$ cat config.mk
export PLATFORM = sky130hd
export DESIGN_NAME = uamf_top
export DESIGN_NICKNAME = d
export VERILOG_FILES = /design/src/uamf_pkg.sv /design/src/uamf_port_filter.sv /design/src/uamf_top.sv
export VERILOG_INCLUDE_DIRS = /design/src
export SDC_FILE = /design/constraint.sdc
export NUM_CORES = 1
export LEC_CHECK = 0
export BUFFER_PORTS_ARGS = -buffer_cell sky130_fd_sc_hd__clkbuf_2
export CAP_MARGIN = 10
export CORE_MARGIN = 2
export CORE_UTILIZATION = 58
export CTS_CLUSTER_SIZE = 20
export DETAILED_ROUTE_END_ITERATION = 10
export GPL_TIMING_DRIVEN = 0
export PLACE_DENSITY_LB_ADDON = 0.2
export SETUP_SLACK_MARGIN = 0.15
export SYNTH_ARGS = -nofsm -noshare
export SYNTH_HDL_FRONTEND = slang
export SYNTH_HIERARCHICAL = 1
export SYNTH_SLANG_ARGS = --single-unit
$ cat constraint.sdc
create_clock -name clk_in -period 2.5 [get_ports clk_in]
set_input_delay 0.375 -clock clk_in [delete_from_list [all_inputs] [get_ports clk_in]]
set_output_delay 0.375 -clock clk_in [all_outputs]
set_load 0.02 [all_outputs]
$ cat src/uamf_consts.svh
// Constants for the multiprocessor address filter
// How it works
// - In modes 2 and 3 with multiproc_enable set, a frame raises receive_flag and the interrupt only if its ninth bit is 1.
// - In modes 2 and 3 with multiproc_enable set, a frame whose ninth bit is 0 sets no receive_flag and gives no interrupt.
// - Every party in a multiprocessor exchange runs its port in mode 2 or 3 so a ninth bit is carried.
// - In mode 0 multiproc_enable has no effect on reception.
// - In mode 1 with multiproc_enable set, no receive interrupt is raised unless a valid stop bit ends the frame.
// - In modes 1 to 3 with multiproc_enable set, an address frame sets receive_flag only when it matches the given or broadcast address.
// - In mode 1 with matching on, the stop bit acts as ninth bit and the flag needs a match plus a valid stop bit.
// - The given address compares only bits where the mask holds 1 against the own address; mask zeros are don't-care.
// - The broadcast address is own address OR mask, and its zero bits are don't-care.
// - An address frame matching the broadcast address is accepted.
// - Reset clears own address and mask to zero so that any address is accepted.
// - Each of the two ports has its own address and mask pair and matches only against it.
`ifndef UAMF_CONSTS_SVH
`define UAMF_CONSTS_SVH
`define UAMF_ADDR_W         8
`define UAMF_DATA_W         8
`define UAMF_OFS_OWN0       8'ha9
`define UAMF_OFS_MASK0      8'hb9
`define UAMF_OFS_MASK1      8'hba
`define UAMF_OFS_OWN1       8'hbb
`define UAMF_OFS_CTRL0      8'hc0
`define UAMF_OFS_CTRL1      8'hc1
`define UAMF_OFS_STAT       8'hc4
`define UAMF_OFS_IMASK      8'hc5
`define UAMF_OFS_RDATA0     8'hc8
`define UAMF_OFS_RDATA1     8'hc9
`define UAMF_RST_BYTE       8'h00
`define UAMF_CTRL_MPE_BIT   2
`define UAMF_CTRL_MODE_LSB  0
`define UAMF_STAT_FLAG0_BIT 0
`define UAMF_STAT_FLAG1_BIT 1
`define UAMF_STAT_ADDR0_BIT 2
`define UAMF_STAT_ADDR1_BIT 3
`define UAMF_STAT_W         4
`endif

$ cat src/uamf_pkg.sv
// Types for the multiprocessor address filter
package uamf_pkg;
    typedef enum logic [1:0] {
        UAMF_MODE0 = 2'b00,
        UAMF_MODE1 = 2'b01,
        UAMF_MODE2 = 2'b10,
        UAMF_MODE3 = 2'b11
    } uamf_mode_e;

    typedef struct packed {
        logic [7:0] data;
        logic       ninth;
        logic       stop_ok;
    } uamf_frame_s;

    typedef struct packed {
        logic       mpe;
        uamf_mode_e mode;
    } uamf_ctrl_s;
endpackage : uamf_pkg

$ cat src/uamf_port_filter.sv
// One port's acceptance decision for a received frame
`timescale 1ns/1ps
`include "uamf_consts.svh"
module uamf_port_filter
    import uamf_pkg::*;
(
    // Clock and reset
    input  wire logic        clk_in,
    input  wire logic        rst_in,
    // Frame and settings
    input  wire logic        valid_in,
    input  wire uamf_frame_s frame_in,
    input  wire uamf_ctrl_s  ctrl_in,
    input  wire logic [7:0]  own_in,
    input  wire logic [7:0]  mask_in,
    // Decision
    output logic             accept_out,
    output logic             is_addr_out,
    output logic [7:0]       data_out
);
    logic       accept;
    logic       is_addr;
    logic [7:0] data;
    logic       next_accept;
    logic       next_is_addr;
    logic [7:0] next_data;
    logic       given_hit;
    logic       bcast_hit;
    logic [7:0] bcast;
    logic       ninth_eff;

    // Address comparison against this port's own pair
    always_comb begin
        bcast     = own_in | mask_in;
        given_hit = ((frame_in.data ^ own_in) & mask_in) == 8'h00;
        bcast_hit = ((frame_in.data ^ bcast) & bcast) == 8'h00;
    end

    // Acceptance decision per mode
    always_comb begin
        next_accept  = 1'b0;
        next_is_addr = is_addr;
        next_data    = data;
        ninth_eff    = frame_in.ninth;
        if (valid_in) begin
            case (ctrl_in.mode)
                UAMF_MODE0: begin
                    next_accept = 1'b1;
                end
                UAMF_MODE1: begin
                    ninth_eff = frame_in.stop_ok;
                    if (ctrl_in.mpe)
                        next_accept = ninth_eff && (given_hit || bcast_hit);
                    else
                        next_accept = 1'b1;
                end
                UAMF_MODE2, UAMF_MODE3: begin
                    if (ctrl_in.mpe)
                        next_accept = frame_in.ninth && (given_hit || bcast_hit);
                    else
                        next_accept = frame_in.stop_ok;
                end
                default: begin
                    next_accept = 1'b0;
                end
            endcase
            if (next_accept) begin
                next_data    = frame_in.data;
                next_is_addr = ninth_eff;
            end
        end
    end

    // Decision registers
    always_ff @(posedge clk_in) begin
        if (rst_in) begin
            accept  <= 1'b0;
            is_addr <= 1'b0;
            data    <= `UAMF_RST_BYTE;
        end else begin
            accept  <= next_accept;
            is_addr <= next_is_addr;
            data    <= next_data;
        end
    end

    assign accept_out  = accept;
    assign is_addr_out = is_addr;
    assign data_out    = data;
endmodule : uamf_port_filter

$ cat src/uamf_top.sv
// Address filter for two receive ports with register port and interrupt
//
// Local design decision: the plain strobed port.
`timescale 1ns/1ps
`include "uamf_consts.svh"
module uamf_top
    import uamf_pkg::*;
(
    // Clock and reset
    input  wire logic        clk_in,
    input  wire logic        rst_in,
    // Register port
    input  wire logic [7:0]  reg_addr_in,
    input  wire logic [7:0]  reg_wdata_in,
    input  wire logic        reg_wr_in,
    input  wire logic        reg_rd_in,
    output logic [7:0]       reg_rdata_out,
    // Received frames from the two shifters
    input  wire logic        rx0_valid_in,
    input  wire uamf_frame_s rx0_frame_in,
    input  wire logic        rx1_valid_in,
    input  wire uamf_frame_s rx1_frame_in,
    // Interrupt
    output logic             irq_out
);
    localparam int NPORT = 2;

    logic [7:0]             own   [NPORT];
    logic [7:0]             mask  [NPORT];
    uamf_ctrl_s             ctrl  [NPORT];
    logic [7:0]             next_own  [NPORT];
    logic [7:0]             next_mask [NPORT];
    uamf_ctrl_s             next_ctrl [NPORT];
    logic [`UAMF_STAT_W-1:0] stat;
    logic [`UAMF_STAT_W-1:0] imask;
    logic [`UAMF_STAT_W-1:0] next_stat;
    logic [`UAMF_STAT_W-1:0] next_imask;
    logic [7:0]             rdata;
    logic [7:0]             next_rdata;
    logic                   irq;
    logic                   next_irq;
    logic                   f_valid [NPORT];
    uamf_frame_s            f_frame [NPORT];
    logic                   acc     [NPORT];
    logic                   acc_addr[NPORT];
    logic [7:0]             acc_data[NPORT];
    logic [`UAMF_STAT_W-1:0] set_bits;

    assign f_valid[0] = rx0_valid_in;
    assign f_valid[1] = rx1_valid_in;
    assign f_frame[0] = rx0_frame_in;
    assign f_frame[1] = rx1_frame_in;

    // One filter per port, each with its own pair
    generate
        for (genvar p = 0; p < NPORT; p++) begin : g_port
            uamf_port_filter u_filt (
                .clk_in      (clk_in),
                .rst_in      (rst_in),
                .valid_in    (f_valid[p]),
                .frame_in    (f_frame[p]),
                .ctrl_in     (ctrl[p]),
                .own_in      (own[p]),
                .mask_in     (mask[p]),
                .accept_out  (acc[p]),
                .is_addr_out (acc_addr[p]),
                .data_out    (acc_data[p])
            );
        end
    endgenerate

    // Events from the filters
    always_comb begin
        set_bits = '0;
        set_bits[`UAMF_STAT_FLAG0_BIT] = acc[0];
        set_bits[`UAMF_STAT_FLAG1_BIT] = acc[1];
        set_bits[`UAMF_STAT_ADDR0_BIT] = acc[0] & acc_addr[0];
        set_bits[`UAMF_STAT_ADDR1_BIT] = acc[1] & acc_addr[1];
    end

    // Register writes, sticky status with set over clear
    always_comb begin
        for (int i = 0; i < NPORT; i++) begin
            next_own[i]  = own[i];
            next_mask[i] = mask[i];
            next_ctrl[i] = ctrl[i];
        end
        next_imask = imask;
        next_stat  = stat;
        if (reg_wr_in) begin
            case (reg_addr_in)
                `UAMF_OFS_OWN0:  next_own[0]  = reg_wdata_in;
                `UAMF_OFS_MASK0: next_mask[0] = reg_wdata_in;
                `UAMF_OFS_OWN1:  next_own[1]  = reg_wdata_in;
                `UAMF_OFS_MASK1: next_mask[1] = reg_wdata_in;
                `UAMF_OFS_CTRL0: next_ctrl[0] = uamf_ctrl_s'(reg_wdata_in[`UAMF_CTRL_MPE_BIT:`UAMF_CTRL_MODE_LSB]);
                `UAMF_OFS_CTRL1: next_ctrl[1] = uamf_ctrl_s'(reg_wdata_in[`UAMF_CTRL_MPE_BIT:`UAMF_CTRL_MODE_LSB]);
                `UAMF_OFS_IMASK: next_imask   = reg_wdata_in[`UAMF_STAT_W-1:0];
                `UAMF_OFS_STAT:  next_stat    = stat & ~reg_wdata_in[`UAMF_STAT_W-1:0];
                default: begin
                end
            endcase
        end
        next_stat = next_stat | set_bits;
        next_irq  = |(next_stat & next_imask);
    end

    // Register reads, data one cycle later
    always_comb begin
        next_rdata = 8'h00;
        if (reg_rd_in) begin
            case (reg_addr_in)
                `UAMF_OFS_OWN0:   next_rdata = own[0];
                `UAMF_OFS_MASK0:  next_rdata = mask[0];
                `UAMF_OFS_OWN1:   next_rdata = own[1];
                `UAMF_OFS_MASK1:  next_rdata = mask[1];
                `UAMF_OFS_CTRL0:  next_rdata = {5'h00, ctrl[0]};
                `UAMF_OFS_CTRL1:  next_rdata = {5'h00, ctrl[1]};
                `UAMF_OFS_STAT:   next_rdata = {4'h0, stat};
                `UAMF_OFS_IMASK:  next_rdata = {4'h0, imask};
                `UAMF_OFS_RDATA0: next_rdata = acc_data[0];
                `UAMF_OFS_RDATA1: next_rdata = acc_data[1];
                default:          next_rdata = 8'h00;
            endcase
        end
    end

    // State registers
    always_ff @(posedge clk_in) begin
        if (rst_in) begin
            for (int i = 0; i < NPORT; i++) begin
                own[i]  <= `UAMF_RST_BYTE;
                mask[i] <= `UAMF_RST_BYTE;
                ctrl[i] <= '0;
            end
            stat  <= '0;
            imask <= '0;
            rdata <= `UAMF_RST_BYTE;
            irq   <= 1'b0;
        end else begin
            for (int i = 0; i < NPORT; i++) begin
                own[i]  <= next_own[i];
                mask[i] <= next_mask[i];
                ctrl[i] <= next_ctrl[i];
            end
            stat  <= next_stat;
            imask <= next_imask;
            rdata <= next_rdata;
            irq   <= next_irq;
        end
    end

    assign reg_rdata_out = rdata;
    assign irq_out       = irq;
endmodule : uamf_top

; ---- After elaboration in Yosys (flattened, before gate mapping)
; Memory sizes are Yosys's and may differ from the RTL's.
; Index checks and enable logic that the tools add are counted.
[word_totals]
regBits = 37
latch_bits = 0
mem_bits_rw = 38
romBits = 0
input_bits = 42
output_inout_bits = 9
elab_cells = 107
mem_count = 3
[memory_table]
columns = memory, depth, word_bits, rd, rd_ports_with_merged_regs, wr, line
row1 = mask, 2, 8, 2, 0, 2, uamf_top.sv:29  ; logic [7:0] mask [NPORT];
row2 = own, 2, 8, 2, 0, 2, uamf_top.sv:28  ; logic [7:0] own [NPORT];
row3 = ctrl, 2, 3, 2, 0, 2, uamf_top.sv:30  ; uamf_ctrl_s ctrl [NPORT];
[classes]
addsub = 0
multipliers = 0
n_div = 0
order_cmp = 0
eq_ne = 16
n_shift = 0
mux = 33
n_bitwise = 25
n_reduce_logical = 20
[ops]
columns = operator, n
row1 = $eq A8 B8 Y1 const B, 10
row2 = $pmux W8 S10, 1
row3 = $mux W8, 8
row4 = $and A8 B8 Y8, 4
row5 = $logic_not A8 Y1, 4
row6 = $mux W16, 2
row7 = $xor A8 B8 Y8, 4
row8 = $mux W4, 4
row9 = $or A8 B8 Y8, 2
row10 = $mux W3, 4
row11 = $mux W1, 11
row12 = $reduce_or A2 Y1, 5
row13 = $and A4 B4 Y4, 2
row14 = $eq A2 B2 Y1 const B, 4
row15 = $mux W6, 1
row16 = $or A1 B1 Y1, 6
row17 = $pmux W1 S3, 2
row18 = $eq A2 B1 Y1 const B, 2
row19 = $logic_and A1 B1 Y1, 4
row20 = $logic_not A2 Y1, 2
row21 = $not A4 Y4, 1
row22 = $or A4 B4 Y4, 1
row23 = $reduce_and A2 Y1, 2
row24 = $reduce_or A4 Y1, 1
row25 = other kinds (3), 7

; ---- Depth between registers and ports, before layout
[depth]
word_depth = 10
mapped_depth = 7
ltp_nobuf = 5

; ---- By module
; Netlist, hierarchy kept.
[modules_own_cells]
columns = module, instances, cells_per_inst, area_each_um2, seq_area_each_um2
row1 = uamf_top, 1, 297, 2573.7, 1101.1
row2 = uamf_port_filter, 2, 73, 671.9, 200.2

; ---- Least setup slack after synthesis
; No wires, ideal clock.
[synth_timing]
path_type = input port to flip-flop
from = input reg_addr_in[4]
to = register irq (netlist: irq_out)
setup_time_ns = 0.138
t_arrival_ns = 1.733
t_required_ns = 2.362
setup_slack_ns = 0.628
cell_stages = 6
n_path_buf = 1
path_cell_list = nand4bb_4 or4_4 buf_6 mux2_4 o21ai_2 a41oi_1
[synth_between]
elab_chain_len = 6
word_cells_on_any_way = 9
classes_between = eq/ne (2) / mux (4) / bitwise (2) / reduce/logical (1)
[synth_rtl]
columns = item, line
row1 = start: declaration, uamf_top.sv:13  ; input wire logic [7:0] reg_addr_in,
row2 = $eq A8 B8 Y1, uamf_top.sv:91  ; case (reg_addr_in)
row3 = $mux W4, uamf_top.sv:91
row4 = $mux W4, uamf_top.sv:90  ; if (reg_wr_in) begin
row5 = $or A4 B4 Y4, uamf_top.sv:104  ; next_stat = next_stat | set_bits;
row6 = $and A4 B4 Y4 *, uamf_top.sv:105  ; next_irq = |(next_stat & next_imask);
row7 = $reduce_or A4 Y1 *, uamf_top.sv:105
row8 = end signal: assignment, uamf_top.sv:149  ; irq <= next_irq;
row9 = end: declaration, uamf_top.sv:40  ; logic irq;
; Every way passes the cells marked *; elsewhere a longest branch is shown, timed or not.
; A chain may end at the register's enable or synchronous reset.

; ---- Worst setup path in the final report
[layout_timing]
from = input reg_addr_in[6]
to = register rdata[6] (netlist: reg_rdata_out[6])
[layout_between]
elab_chain_len = 2
word_cells_on_any_way = 11
classes_between = eq/ne (10) / mux (1)
[layout_rtl]
columns = item, line
row1 = $eq A8 B8 Y1, uamf_top.sv:112  ; case (reg_addr_in)
row2 = $pmux W8 S10 *, uamf_top.sv:112
row3 = end signal: assignment, uamf_top.sv:138  ; rdata <= `UAMF_RST_BYTE;
row4 = end signal: assignment, uamf_top.sv:148  ; rdata <= next_rdata;
row5 = end: declaration, uamf_top.sv:38  ; logic [7:0] rdata;
; Marked as above.

==> results.yml <==
placed_design:
  gp_congestion: 0.924
  hpwl_um: 8150
  portBuffers: 49
  dp_slack_ps: 232
drt:
  avgViaCountPerCell: 6.24
  vias: 3645
  dr.pass1.iters: 6
  drc: 0
  wl_per_cell_um: 18.8
  drtIter0Drc: 507
  ant_nets: 0
  wirelength_um: 11000
logic_synthesis:
  syn_avg_cell_area_um2: 8.84
  ys.flop_type: "dfxtp_1"
  ys_warn_count: 6
  synth_top_area_frac: 0.383
  synth_area_leader_cell: "dfxtp_1"
  ys_seq_area_frac: 0.383
  synth-seq-cells: 75
  async_reset_ff_frac: 0
  synth_enable_flop_cells: 0
  ys_types: 50
  postSynthCellCount: 443
  synth_area_leaders: "dfxtp_1, mux2i_1, a21oi_1"
  syn_nets: 485
  netlist_area_um2: 3920
sta:
  min_period_ps: 1970
  tns_ps: 0
  timing.final.crit_share: 0.787
  drv_slew: 0
  finalHoldViolations: 0
  rsz0062_at_grt: "false"
  fin_ws_ps: 533
  finClkSkew_ps: 5.12
  slew_headroom: 0.500
  max_freq_mhz: 508
  finalSetupViolCount: 0
  worst_pin_slew_ps: 744
floorplan:
  coreArea_um2: 6460
  die_w_um: 86.2
  start_util: 0.607
  ios: 51
  num_rows: 29
  dieArea_um2: 7430
  die_h_um: 86.2
power:
  fin_total_pwr_mw: 2.53
  power.density_nw_per_um2: 564
  power_leakage_nw: 1.78
  ir_drop_mv: 0.387
clock_tree:
  cts_root_buffer: "clkbuf_8"
  postCtsSetupBuffers: 0
  cts-resized-gates: 0
  numCtsBuffers: 9
  cts.sinks: 75
  hold_buffers: 0
  cts_max_level: 3
  clk_path_buf_depth: 2
  cts_tree: "built"
  worstSkewPairLatency_ps: 350
  clk_transition_reported_paths_ps: 80
finish:
  antenna_cells: 0
  num-nets-final: 545
  fill_cells: 541
  drive_gt1_frac: 0.185
  post-route-util: 0.694
  area_growth_pct: 14.5
worst_setup_path:
  crit_fanout: 10
  critPathCaptureType: "register"
  critical-path-max-stage-delay_ps: 630
  cp-start-kind: "primary input"
  criticalPathCategory: "in2reg"
  cp.arrival_ps: 2230
  cp.required_ps: 2760
  cp_cell_sequence: "clkbuf_2 > nand3b_1 > nor4_2 > clkbuf_1 > a22oi_1 > a31oi_1"
  timing.critical_path.slowest_stage_cell: "nor4_2"
global_routing:
  antenna_found_initial: 0
  grt_pass1_vias: 3395
  grt-ovfl-total: 0
  grt_start_max_net_pins: 13
  grt_pass1_wl_um: 17600
  grtUsageTotal: 0.308
job:
  maxCapViolCount: 0
run_status:
  status: "finished clean"
worst_hold_path:
  hp-class: "in2reg"
## worst max-delay path, delay by kind of cell
kind | cells | cell delay [ps]
compound gates | 2 | 380
simple gates | 2 | 920
buf+inv | 2 | 560
## Yosys cell counts, types with 4 or more instances
| cell type | instances |
|---|---|
| o22ai_1 | 5 |
| nor2_1 | 25 |
| nor2b_1 | 11 |
| or2b_1 | 6 |
| mux2i_1 | 38 |
| o21ba_2 | 4 |
| buf_2 | 8 |
| nand3b_1 | 4 |
| o21bai_1 | 7 |
| a22oi_1 | 14 |
| a31oi_1 | 5 |
| nand4_1 | 4 |
| nand2_1 | 48 |
| dfxtp_1 | 75 |
| nand3_1 | 35 |
| nor3_1 | 4 |
| xor2_1 | 16 |
| mux2_4 | 5 |
| clkbuf_1 | 12 |
| a21oi_1 | 37 |
| a2bb2oi_1 | 4 |
| nand2b_1 | 27 |
## per-stage QoR
stage | area [µm²] | hold WS (ps) | std cells
2_1_floorplan | 3920 | 448 | 443
3_3_place_gp | 4260 | 459 | 569
3_5_place_dp | 4260 | 462 | 569
4_1_cts | 4480 | 303 | 584
5_1_grt | 4480 | 316 | 584
6_report | 4480 | 310 | 584
## where the power goes
group          switching (mW)  internal [mW]
Sequential             0.0187           1.22
Combinational           0.136         0.0995
Clock                   0.448          0.611
## worst paths after layout
| check | start | end | slack [ps] | cells after the start |
|---|---|---|---|---|
| setup reg to reg | own[0][8]$_SDFFE_PP0P_ | g_port[1].u_filt/is_addr_out$_SDFFE_PP0P_ | 570 | 6 |
| hold reg to reg | g_port[1].u_filt/data_out[3]$_SDFFE_PP0P_ | g_port[1].u_filt/data_out[3]$_SDFFE_PP0P_ | 480 | 2 |
| setup / recovery | reg_addr_in[6] | reg_rdata_out[6]$_SDFF_PP0_ | 530 | 6 |
| hold / removal | rx0_frame_in[9] | g_port[0].u_filt/data_out[7]$_SDFFE_PP0P_ | 310 | 3 |
## cells by family after synthesis
group | share of synthesized area
AO/OA/AOI/OAI | 0.180
XOR/XNOR | 0.0358
buffers and inverters | 0.0351
flip-flops | 0.383
multiplexers | 0.128
AND/OR/NAND/NOR | 0.238
## state kept, by name, indices dropped and copies added (netlist names)
name                       flops
reg_rdata_out                  8
own                           16
g_port.u_filt/accept_out       2
g_port.u_filt/is_addr_out      2
g_port.u_filt/data_out        16
irq_out                        1
imask                          4
ctrl                           6
stat                           4
mask                          16
## cells in the final DEF (no fill, tap or decap), types with 3 or more instances in the layout
| cell type | count |
|---|---|
| xor2_1 | 16 |
| o22ai_1 | 5 |
| nand3b_1 | 4 |
| nor3_1 | 4 |
| a2bb2oi_1 | 4 |
| o21ba_2 | 4 |
| or2b_1 | 6 |
| o21a_1 | 3 |
| nand4_1 | 4 |
| o21bai_1 | 7 |
| buf_1 | 3 |
| nor2_1 | 25 |
| clkbuf_8 | 11 |
| clkbuf_1 | 12 |
| dfxtp_1 | 75 |
| buf_6 | 3 |
| nor2b_1 | 11 |
| a22oi_1 | 14 |
| mux2i_1 | 38 |
| nand2b_1 | 27 |
| nand3_1 | 35 |
| a21oi_1 | 37 |
| nand2_1 | 48 |
| mux2_4 | 5 |
| a31oi_1 | 5 |
| buf_2 | 8 |
| clkbuf_2 | 49 |
## area by class of cell
class,count,area (µm²),area share
Multi-Input combinational cell,340,2280,0.508
Sequential cell,75,1500,0.335
Timing Repair Buffer,49,245,0.0547
Clock buffer,11,151,0.0338
Buffer,26,130,0.0290
Tap cell,77,96.3,0.0215
Clock inverter,4,73.8,0.0165
Inverter,2,7.51,0.00167
## per-layer routing
layer / up-vias / wire length, µm / GRT usage
met5: - / 0 / 0
li1: 1709 / - / -
met3: 20 / 962 / 0.0686
met1: 1726 / 4710 / 0.428
met4: 0 / 183 / 0.0966
met2: 190 / 5130 / 0.483
No activity file was read; power rests on OpenSTA's default activity.
